`config.mk`:
```
export PLATFORM = sky130hd
export DESIGN_NAME = gsc_pin_mux
export DESIGN_NICKNAME = d
export VERILOG_FILES = /design/src/rtl/gsc_pkg.sv /design/src/rtl/gsc_clk_if.sv /design/src/rtl/gsc_pin_mux.sv /design/src/rtl/gsc_clk_div.sv
export VERILOG_INCLUDE_DIRS = /design/src /design/src/rtl
export SDC_FILE = /design/constraint.sdc
export NUM_CORES = 1
export LEC_CHECK = 0
export BUFFER_PORTS_ARGS = -buffer_cell sky130_fd_sc_hd__buf_4
export CELL_PAD_IN_SITES_DETAIL_PLACEMENT = 1
export CELL_PAD_IN_SITES_GLOBAL_PLACEMENT = 1
export CORE_UTILIZATION = 32
export CTS_CLUSTER_SIZE = 40
export DETAILED_ROUTE_END_ITERATION = 8
export PLACE_DENSITY_LB_ADDON = 0.1
export SYNTH_ARGS = -nofsm -noshare
export SYNTH_HDL_FRONTEND = slang
export SYNTH_SLANG_ARGS = --single-unit
```
`constraint.sdc`:
```
create_clock -name clk -period 2.6 [get_ports clk]
set_input_delay 0.13 -clock clk [delete_from_list [all_inputs] [get_ports clk]]
set_output_delay 0.13 -clock clk [all_outputs]
set_load 0.05 [all_outputs]
```
`src/rtl/gsc_consts.svh`:
```
// Summary of operation
// - Function code 0x048 puts output clock on pin
// - Bit 15 enables the output clock
// - Bits 7:3 divide source by even code
// - Bits 2:0 pick one of four sources
// - 44.1 kHz family gives the bracketed rates
// - Codes 0x080/0x081 route the two PWM outputs
// - Code 0x08C routes the input detect flag
// - Codes 0x090/0x092 route ultrasonic detect flags
// - Detect edges set latched rise/fall interrupt bits
// - Codes 0x230-0x233 route alarms, configurable length
// - Alarm channels run one-off or cyclic
// - Each armed or cyclic alarm trigger latches its interrupt bit
// - Invert bit flips the selected pin level
`ifndef GSC_CONSTS_SVH
`define GSC_CONSTS_SVH

`define GSC_REG_OUT_CLK_CTRL 16'h1020
`define GSC_CTRL_RESET       16'h0000
`define GSC_CTRL_WR_MASK     16'h80ff
`define GSC_EN_BIT           15
`define GSC_DIV_MSB          7
`define GSC_DIV_LSB          3
`define GSC_SEL_MSB          2
`define GSC_SEL_LSB          0
`define GSC_NUM_PINS         16
`define GSC_FN_W             11
`define GSC_NUM_SRC          4
`define GSC_NUM_ALARM        4
`define GSC_ALM_LEN_W        8
`define GSC_IRQ_W            10
`define GSC_IRQ_IN_RISE      0
`define GSC_IRQ_IN_FALL      1
`define GSC_IRQ_US_BASE      2
`define GSC_IRQ_ALM_BASE     6

`endif

```
`src/rtl/gsc_pkg.sv`:
```
package gsc_pkg;

  typedef enum logic [10:0] {
    GSC_FN_OUTCLK = 11'h048,
    GSC_FN_PWM0   = 11'h080,
    GSC_FN_PWM1   = 11'h081,
    GSC_FN_INDET  = 11'h08c,
    GSC_FN_US0    = 11'h090,
    GSC_FN_US1    = 11'h092,
    GSC_FN_ALM0   = 11'h230,
    GSC_FN_ALM1   = 11'h231,
    GSC_FN_ALM2   = 11'h232,
    GSC_FN_ALM3   = 11'h233
  } gsc_fn_t;

  typedef logic [4:0] gsc_div_t;
  typedef logic [3:0] gsc_half_t;

  // Half period in source ticks; reserved codes below 2 act as 2
  function automatic gsc_half_t gsc_half(input gsc_div_t div);
    gsc_half_t h;
    h = div[4:1];
    if (h == 4'h0) begin
      h = 4'h1;
    end
    return h;
  endfunction

endpackage

```
`src/rtl/gsc_clk_if.sv`:
```
`timescale 1ns/10ps
interface gsc_clk_if;
  logic       enable;
  logic [4:0] divider;
  logic       src_tick;
  logic       clk_out;

  modport gen (input enable, input divider, input src_tick,
               output clk_out);
  modport ctl (output enable, output divider, output src_tick,
               input clk_out);
endinterface

```
`src/rtl/gsc_pin_mux.sv`:
```
`timescale 1ns/10ps
`include "gsc_consts.svh"
module gsc_pin_mux
  import gsc_pkg::*;
(
  input  wire logic                                  clk,
  input  wire logic                                  rst,
  input  wire logic                                  reg_wr,
  input  wire logic [15:0]                           reg_addr,
  input  wire logic [15:0]                           reg_wdata,
  output logic      [15:0]                           reg_rdata,
  input  wire logic [`GSC_NUM_SRC-1:0]               src_tick,
  input  wire logic [1:0]                            pwm_in,
  input  wire logic                                  in_detect,
  input  wire logic [1:0]                            us_detect,
  input  wire logic [`GSC_NUM_ALARM-1:0]             alarm_trig,
  input  wire logic [`GSC_NUM_ALARM-1:0]             alarm_cyclic,
  input  wire logic [`GSC_NUM_ALARM-1:0]             alarm_arm,
  input  wire logic [`GSC_ALM_LEN_W-1:0]             alarm_len,
  input  wire logic [`GSC_NUM_PINS*`GSC_FN_W-1:0]    pin_function_select,
  input  wire logic [`GSC_NUM_PINS-1:0]              pin_output_invert,
  output logic      [`GSC_NUM_PINS-1:0]              pin_out,
  output logic      [`GSC_NUM_PINS-1:0]              pin_claim,
  output logic                                       divided_output_clock,
  input  wire logic [`GSC_IRQ_W-1:0]                 irq_clear,
  output logic      [`GSC_IRQ_W-1:0]                 irq_status,
  output logic                                       irq_any
);

  logic [15:0]                 ctrl_ff;
  logic [15:0]                 nxt_ctrl;
  logic [15:0]                 rdata_ff;
  logic [15:0]                 nxt_rdata;
  logic                        sel_tick;
  logic [2:0]                  det_prev_ff;
  logic [2:0]                  nxt_det_prev;
  logic [`GSC_IRQ_W-1:0]       irq_ff;
  logic [`GSC_IRQ_W-1:0]       nxt_irq;
  logic [`GSC_IRQ_W-1:0]       irq_evt;
  logic [`GSC_NUM_ALARM-1:0]   alm_armed_ff;
  logic [`GSC_NUM_ALARM-1:0]   nxt_alm_armed;
  logic [`GSC_NUM_ALARM-1:0]   alm_fire;
  logic [`GSC_NUM_ALARM-1:0]   alm_act;
  logic [`GSC_ALM_LEN_W-1:0]   alm_cnt_ff  [`GSC_NUM_ALARM];
  logic [`GSC_ALM_LEN_W-1:0]   nxt_alm_cnt [`GSC_NUM_ALARM];
  logic [`GSC_NUM_PINS-1:0]    pin_ff;
  logic [`GSC_NUM_PINS-1:0]    nxt_pin;
  logic [`GSC_NUM_PINS-1:0]    claim_ff;
  logic [`GSC_NUM_PINS-1:0]    nxt_claim;
  logic [2:0]                  det_cur;

  gsc_clk_if cif ();

  // Control register: only the enable, divider and select bits store
  always_comb begin
    nxt_ctrl  = ctrl_ff;
    nxt_rdata = 16'h0000;
    if (reg_wr && reg_addr == `GSC_REG_OUT_CLK_CTRL) begin
      nxt_ctrl = reg_wdata & `GSC_CTRL_WR_MASK;
    end
    if (reg_addr == `GSC_REG_OUT_CLK_CTRL) begin
      nxt_rdata = ctrl_ff;
    end
  end

  always_ff @(posedge clk or posedge rst) begin
    if (rst) begin
      ctrl_ff  <= `GSC_CTRL_RESET;
      rdata_ff <= 16'h0000;
    end else begin
      ctrl_ff  <= nxt_ctrl;
      rdata_ff <= nxt_rdata;
    end
  end

  assign reg_rdata = rdata_ff;

  // The clock tree supplies ticks at the 48 kHz or 44.1 kHz family rate
  // that matches the running system clock; reserved codes stop the ticks
  always_comb begin
    sel_tick = 1'b0;
    if (!ctrl_ff[`GSC_SEL_MSB]) begin
      sel_tick = src_tick[ctrl_ff[`GSC_SEL_LSB+1:`GSC_SEL_LSB]];
    end
  end

  assign cif.enable   = ctrl_ff[`GSC_EN_BIT];
  assign cif.divider  = ctrl_ff[`GSC_DIV_MSB:`GSC_DIV_LSB];
  assign cif.src_tick = sel_tick;
  assign divided_output_clock = cif.clk_out;

  gsc_clk_div u_clk_div (
    .clk (clk),
    .rst (rst),
    .cif (cif)
  );

  // Detect edges and alarm channels
  assign det_cur = {us_detect, in_detect};

  always_comb begin
    nxt_det_prev  = det_cur;
    nxt_alm_armed = alm_armed_ff | alarm_arm;
    irq_evt       = '0;
    for (int c = 0; c < 3; c++) begin
      irq_evt[2*c]   = det_cur[c] & ~det_prev_ff[c];
      irq_evt[2*c+1] = ~det_cur[c] & det_prev_ff[c];
    end
    for (int a = 0; a < `GSC_NUM_ALARM; a++) begin
      alm_fire[a]    = alarm_trig[a] & (alarm_cyclic[a] | alm_armed_ff[a]);
      nxt_alm_cnt[a] = alm_cnt_ff[a];
      if (alm_fire[a]) begin
        // A zero length still gives one cycle so the event is visible
        nxt_alm_cnt[a] = (alarm_len == '0) ? 8'h01 : alarm_len;
        if (!alarm_cyclic[a]) begin
          nxt_alm_armed[a] = 1'b0;
        end
      end else if (alm_cnt_ff[a] != '0) begin
        nxt_alm_cnt[a] = alm_cnt_ff[a] - 8'h01;
      end
      irq_evt[`GSC_IRQ_ALM_BASE+a] = alm_fire[a];
    end
    // Set wins over a clear in the same cycle
    nxt_irq = (irq_ff & ~irq_clear) | irq_evt;
  end

  always_ff @(posedge clk or posedge rst) begin
    if (rst) begin
      det_prev_ff  <= 3'h0;
      alm_armed_ff <= '1;
      irq_ff       <= '0;
      for (int a = 0; a < `GSC_NUM_ALARM; a++) begin
        alm_cnt_ff[a] <= '0;
      end
    end else begin
      det_prev_ff  <= nxt_det_prev;
      alm_armed_ff <= nxt_alm_armed;
      irq_ff       <= nxt_irq;
      for (int a = 0; a < `GSC_NUM_ALARM; a++) begin
        alm_cnt_ff[a] <= nxt_alm_cnt[a];
      end
    end
  end

  always_comb begin
    for (int a = 0; a < `GSC_NUM_ALARM; a++) begin
      alm_act[a] = (alm_cnt_ff[a] != '0);
    end
  end

  assign irq_status = irq_ff;
  assign irq_any    = |irq_ff;

  // Pin selection; unknown codes release the pin to other functions
  always_comb begin
    logic [`GSC_FN_W-1:0] fn;
    logic                 lvl;
    logic                 hit;
    fn  = '0;
    lvl = 1'b0;
    hit = 1'b0;
    for (int p = 0; p < `GSC_NUM_PINS; p++) begin
      fn  = pin_function_select[p*`GSC_FN_W +: `GSC_FN_W];
      hit = 1'b1;
      case (fn)
        GSC_FN_OUTCLK: lvl = cif.clk_out;
        GSC_FN_PWM0:   lvl = pwm_in[0];
        GSC_FN_PWM1:   lvl = pwm_in[1];
        GSC_FN_INDET:  lvl = in_detect;
        GSC_FN_US0:    lvl = us_detect[0];
        GSC_FN_US1:    lvl = us_detect[1];
        GSC_FN_ALM0:   lvl = alm_act[0];
        GSC_FN_ALM1:   lvl = alm_act[1];
        GSC_FN_ALM2:   lvl = alm_act[2];
        GSC_FN_ALM3:   lvl = alm_act[3];
        default: begin
          lvl = 1'b0;
          hit = 1'b0;
        end
      endcase
      nxt_pin[p]   = hit & (lvl ^ pin_output_invert[p]);
      nxt_claim[p] = hit;
    end
  end

  always_ff @(posedge clk or posedge rst) begin
    if (rst) begin
      pin_ff   <= '0;
      claim_ff <= '0;
    end else begin
      pin_ff   <= nxt_pin;
      claim_ff <= nxt_claim;
    end
  end

  assign pin_out   = pin_ff;
  assign pin_claim = claim_ff;

  AST_PIN_OUTCLK:
    assert property (@(posedge clk) disable iff (rst)
      (pin_function_select[10:0] == 11'h048 && !pin_output_invert[0])
      |=> pin_out[0] == $past(divided_output_clock))
    else $error("pin 0 does not follow the output clock");

  AST_EN_GATES_CLOCK:
    assert property (@(posedge clk) disable iff (rst)
      (!ctrl_ff[15]) [*2] |-> !divided_output_clock)
    else $error("output clock runs while enable is clear");

  AST_RESERVED_SEL:
    assert property (@(posedge clk) disable iff (rst)
      ctrl_ff[2] |-> !sel_tick)
    else $error("reserved source select still ticks");

  AST_SEL_HIGHEST:
    assert property (@(posedge clk) disable iff (rst)
      ctrl_ff[2:0] == 3'h3 |-> sel_tick == src_tick[3])
    else $error("select code 3 does not use source 3");

  AST_PIN_PWM:
    assert property (@(posedge clk) disable iff (rst)
      (pin_function_select[10:0] == 11'h081 && !pin_output_invert[0])
      |=> pin_out[0] == $past(pwm_in[1]))
    else $error("pin 0 does not follow the second PWM");

  AST_PIN_DETECT_INV:
    assert property (@(posedge clk) disable iff (rst)
      (pin_function_select[10:0] == 11'h08c && pin_output_invert[0])
      |=> pin_out[0] == !$past(in_detect))
    else $error("inverted detect level wrong on pin 0");

  AST_US_FALL_IRQ:
    assert property (@(posedge clk) disable iff (rst)
      (!us_detect[0] && det_prev_ff[1]) |=> irq_status[3])
    else $error("ultrasonic falling edge not latched");

  AST_IRQ_STICKY:
    assert property (@(posedge clk) disable iff (rst)
      (irq_status[0] && !irq_clear[0]) |=> irq_status[0])
    else $error("rise interrupt bit dropped without a clear");

  AST_ALARM_LEN:
    assert property (@(posedge clk) disable iff (rst)
      (alarm_trig[0] && (alarm_cyclic[0] || alm_armed_ff[0])
       && alarm_len == 8'h03)
      |=> alm_act[0] [*3])
    else $error("alarm 0 shorter than its length");

  AST_ONE_OFF:
    assert property (@(posedge clk) disable iff (rst)
      (alarm_trig[0] && !alarm_cyclic[0] && !alm_armed_ff[0]
       && !irq_status[6] && !irq_clear[6])
      |=> !irq_status[6])
    else $error("one-off alarm fired twice");

  AST_ALARM_IRQ:
    assert property (@(posedge clk) disable iff (rst)
      (alarm_trig[1] && (alarm_cyclic[1] || alm_armed_ff[1]))
      |=> irq_status[7] ##0 irq_any)
    else $error("alarm 1 trigger did not latch its interrupt");

endmodule

```
`src/rtl/gsc_clk_div.sv`:
```
`timescale 1ns/10ps
`include "gsc_consts.svh"
module gsc_clk_div
  import gsc_pkg::*;
(
  input wire logic clk,
  input wire logic rst,
  gsc_clk_if.gen   cif
);

  gsc_half_t cnt_ff;
  gsc_half_t nxt_cnt;
  logic      out_ff;
  logic      nxt_out;
  gsc_half_t half;

  always_comb begin
    half    = gsc_half(cif.divider);
    nxt_cnt = cnt_ff;
    nxt_out = out_ff;
    if (!cif.enable) begin
      nxt_cnt = 4'h0;
      nxt_out = 1'b0;
    end else if (cif.src_tick) begin
      // Compare with >= so a divider change mid-run cannot hang the count
      if (cnt_ff >= half - 4'h1) begin
        nxt_cnt = 4'h0;
        nxt_out = ~out_ff;
      end else begin
        nxt_cnt = cnt_ff + 4'h1;
      end
    end
  end

  always_ff @(posedge clk or posedge rst) begin
    if (rst) begin
      cnt_ff <= 4'h0;
      out_ff <= 1'b0;
    end else begin
      cnt_ff <= nxt_cnt;
      out_ff <= nxt_out;
    end
  end

  assign cif.clk_out = out_ff;

  AST_CLK_LOW_DISABLED:
    assert property (@(posedge clk) disable iff (rst)
      !cif.enable |=> !cif.clk_out)
    else $error("output clock not low while disabled");

  AST_CLK_TOGGLE_ON_TICK:
    assert property (@(posedge clk) disable iff (rst)
      ($changed(cif.clk_out) && $past(cif.enable)) |-> $past(cif.src_tick))
    else $error("output clock changed without a source tick");

  AST_DIV4_HALF:
    assert property (@(posedge clk) disable iff (rst)
      (cif.enable && cif.divider == 5'h04 && cif.src_tick
       && cnt_ff == 4'h0 && $stable(cif.divider))
      |=> $stable(cif.clk_out))
    else $error("divide by 4 toggled after one tick");

endmodule

```
==> impl.org <==
** Timing
- Setup repair after global routing missed its margin :: yes
- Static timing analysis puts the maximum clock frequency at just under 400 MHz.
- Setup violations remaining at the end of the flow were counted as 0.
- Remaining max-slew budget at the tightest pin :: 0.440
- Across the routed clock network, the largest skew measured is a little over 0.007 ns.
- The routed design could run at a clock period as short as about 2.5 ns.
- Worst setup margin :: 0.0713 ns
- Fin. max-slew vios :: 0
- Number of failing hold endpoints at the final stage :: 0
- Of the available clock period, the critical path in the final layout requires 0.973.
- Slew @ Worst Pin :: between 0.8 and 0.9 ns

** Yosys
- Async set-reset flop share out of synthesis :: 1.00
- After synthesis the cells add up to ~7900 µm².
- Synthesized instance count :: 910
- The Yosys step of the flow raised 0 warnings.
- Count of state elements after synthesis :: about 100
- After synthesis, the mean cell area works out to approximately 8.7 µm².
- Post-synth top flop :: sky130_fd_sc_hd__dfrtp_1
- Number of different library cells in the post-synthesis netlist :: just under 80
- Sequential fraction of the synthesis area :: 0.330
- The synthesized design contains 0 enable-type register cells.

** Critical path
- Together, buffers and inverters on the worst path number 1.
- Critical path launch point type :: flop
- CP max stage delay :: between 0.5 and 0.6 ns
- Arr. time, crit path :: ~2.8 ns
- In this run the worst path has a maximum fanout of 8.
- The kind of cell with the highest combined delay along the critical path is simple AND/OR/NAND/NOR gates.
- STA classifies the critical path endpoint as a flop.
- Cell with the largest stage delay on the worst path :: sky130_fd_sc_hd__or4_4
- Critical path, cell by cell :: or4_4 -> or3_4 -> buf_6 -> mux4_2 -> a32oi_2 -> xnor2_1 -> and2_1
- Critical path class :: flop to flop
- Data required, critical path :: approximately 2.9 ns

** Floorplanning
- From bottom edge to top edge, the die measures between 150 and 200 µm.
- The floorplan step defined a die boundary enclosing approximately 25000 µm².
- Initial Utilization :: 0.326
- Row generation in the floorplan step produced between 50 and 60 rows.
- The die is around 160 µm wide.
- IO Count :: ~330
- Core area :: between 20000 and 25000 µm²

** Layout
- Syn-to-layout area delta :: 43.3%
- Final standard cell area without fillers :: around 11000 µm²
- The library cell used most frequently in the layout, excluding fill and tap cells, is sky130_fd_sc_hd__buf_4.
- The library cells used most frequently in the layout, excluding fill and tap cells, are sky130_fd_sc_hd__buf_4 (326), sky130_fd_sc_hd__dfrtp_1 (100), sky130_fd_sc_hd__nor2_1 (72).
- Share of cells above drive strength 1 :: 0.327
- Number of filler cells placed in the layout :: approximately 3000
- After the flow finishes, the layout carries non-filler instances totaling roughly 1600.
- ANT cells :: 0
- Final #Nets :: approximately 1500
- Utilization after layout :: 0.467

** Outcome
- Result of the run :: finished clean

** Clock tree
- CTS clock-pin slew for the worst setup and hold paths :: around 0.080 ns
- The longest clock path from root to sink contains 2 buffers.
- Number of buffers created by CTS :: 9
- Clock tree from TritonCTS :: built
- In this run the number of H-tree levels came out at 3.
- CTS saw 104 sinks.
- After clock tree synthesis, the setup repair step added 0 buffers.
- For the worst-skew pair, the clock arrives at the later sink with an insertion delay of 0.35 ns.
- Clock root buffer :: sky130_fd_sc_hd__clkbuf_16

** Routing
- After detailed routing, no signal wire sits above met4.
- The first TritonRoute pass finished after 4 iterations.
- Residual DRC :: 0
- Detailed routing placed a total of around 15000 µm of wire on met2.
- Number of nets with antenna violations after detailed routing :: 0
- Dividing the detail-routed wire length by the instance count gives about 19 µm.
- Wire segments on met3 add up to ~1300 µm in the final route.
- Wirelength, routed :: between 20000 and 30000 µm
- Ratio of routed vias to standard cells :: roughly 5.4
- In this run, the number of DRC markers left after iteration 0 of detailed routing was roughly 430.
- Via total after detailed routing :: approximately 8600
- After detailed routing, the wire length on met1 is ~13000 µm.

** Power and ir drop
- Of the total power, the clock network draws 0.312.
- Sequential cell fraction of total power :: 0.401
- Sum of internal, switching and leakage power :: 4700 µW
- Internal power consumption :: 3180 µW
- Summed over all nets, the switching power comes to approximately 1500 µW.
- Max rail drop VDD :: ~0.00024 V
- Summed over all cells, the static leakage comes to 0.00508 µW.
- Of the total power, combinational logic draws 0.287.
- Of the total power, the share spent switching nets is 0.324.
- Power spread over the standard cell area amounts to slightly above 400 nW/µm².

** GRT
- For this run, the total global-route usage over all layers was measured as 0.237.
- Pin count of the biggest net entering global routing :: 105
- Final global-route overflow total :: 0
- The first global-routing pass estimated around 48000 µm of wire.
- The number of global-route vias before repair came to 8930.
- The number of antenna violations at the first check in global routing came to 0.

** Worst hold path
- The path class of the tightest hold or removal check is input pin to flop.

** Place
- Once placement finished, the instance area stood at between 10000 and 15000 µm².
- Number of buffer cells added on primary ports :: 311
- The number of placed instances, taps included, is around 1500.
- Timing analysis after detailed placement gives a worst setup slack of about 0.0095 ns.
- The wire-length estimate of the detail-placed layout is roughly 23000 µm.
- At the end of routability-driven placement, the weighted congestion stood at ~0.87.

** Run
- The tool flagged a number of max-cap violations equal to 0.
[cells in the mapped netlist, drive strengths merged (8+ instances only)]
cell | number | area [µm²]
buf | 10 | 66.3
dfrtp | 100 | 2500
a21oi | 46 | 230
o21ai | 53 | 265
nand4 | 15 | 93.8
and2 | 24 | 150
ha | 14 | 175
nand3 | 40 | 200
a31oi | 17 | 106
mux2 | 17 | 191
nor4b | 32 | 299
a21o | 8 | 60.1
or3 | 17 | 111
mux4 | 11 | 248
o22ai | 8 | 50.1
nand2 | 60 | 225
nand2b | 13 | 81.3
nor3 | 34 | 170
nand3b | 8 | 60.1
xnor2 | 16 | 140
nor2 | 72 | 270
nor2b | 21 | 131
inv | 46 | 173
nor4 | 22 | 138
clkbuf | 17 | 63.8
xor2 | 11 | 96.3
mux2i | 15 | 150
and3 | 15 | 93.8
nor3b | 9 | 67.6
[layout make-up]
class                      count  area, µm²  share of cell area
clock buffer                   9        225              0.0199
inverter                      46        176              0.0156
timing repair buffer         354       2750               0.243
tap                          324        405              0.0358
clock inverter                 7       86.3             0.00762
multi-input combinational    739       5070               0.448
sequential                   104       2610               0.230
[per-layer routing]
| metal | global-route usage | vias up |
|---|---|---|
| met5 | 0 | - |
| met2 | 0.409 | 246 |
| met4 | 0.0699 | 0 |
| li1 | - | 4150 |
| met3 | 0.0328 | 34 |
| met1 | 0.306 | 4173 |
[power by group through the flow]
stage,Sequential [µW],Combinational (µW),Clock [µW]
6_report,1880,1350,1470
3_3_place_gp,1900,1280,0
4_1_cts,1880,1350,1510
3_5_place_dp,1910,1310,0
5_1_grt,1910,1490,1580
2_1_floorplan,1940,595,0
[flip-flops by register name, indices dropped and copies added, names as in the netlist]
| name | cells |
|---|---|
| pin_out | 16 |
| u_clk_div.cnt_ff | 4 |
| irq_status | 10 |
| reg_rdata | 9 |
| pin_claim | 16 |
| u_clk_div.cif.clk_out | 1 |
| alm_cnt_ff | 32 |
| alm_armed_ff | 4 |
| ctrl_ff | 9 |
| det_prev_ff | 3 |
[worst paths after layout]
check / to / startpoint / cells past startpoint / slack (ns)
hold reg to reg: irq_status[0] / det_prev_ff[0] / 1 / 0.48
setup / recovery: pin_out[3] / alm_cnt_ff[26] / 7 / 0.07
setup reg to reg: pin_out[3] / alm_cnt_ff[26] / 7 / 0.07
max in group asynchronous: pin_out[6] / rst / 4 / 1.65
min in group asynchronous: ctrl_ff[1] / rst / 4 / 0.53
hold / removal: ctrl_ff[4] / reg_wdata[4] / 2 / 0.01
[per-stage QoR]
| step | setup TNS (ns) | hold slack [ns] |
|---|---|---|
| floorplan | 0 | 0.161 |
| global placement | 0 | 0.297 |
| detailed placement | 0 | 0.313 |
| CTS | 0 | 0.00352 |
| global route | -0.0176 | 0.00491 |
| finish | 0 | 0.0127 |
[repair_timing]
item,in CTS,in global routing
pin swaps,0,2
gates resized for setup,1,9
setup endpoints to repair,1,10
endpoints found under the hold margin,95,0
hold buffers,24,0
[cells by family after synthesis]
group / Yosys count / share of synthesized area
other: 1 / 0.000474
AOI/OAI and AO/OA: 216 / 0.181
DFF: 104 / 0.330
buffers and inverters: 73 / 0.0383
muxes: 43 / 0.0746
and+or+nand+nor: 432 / 0.324
xor gates and xnor gates: 27 / 0.0299
adders and majority gates: 14 / 0.0222
No activity file was read; power rests on OpenSTA's default activity.
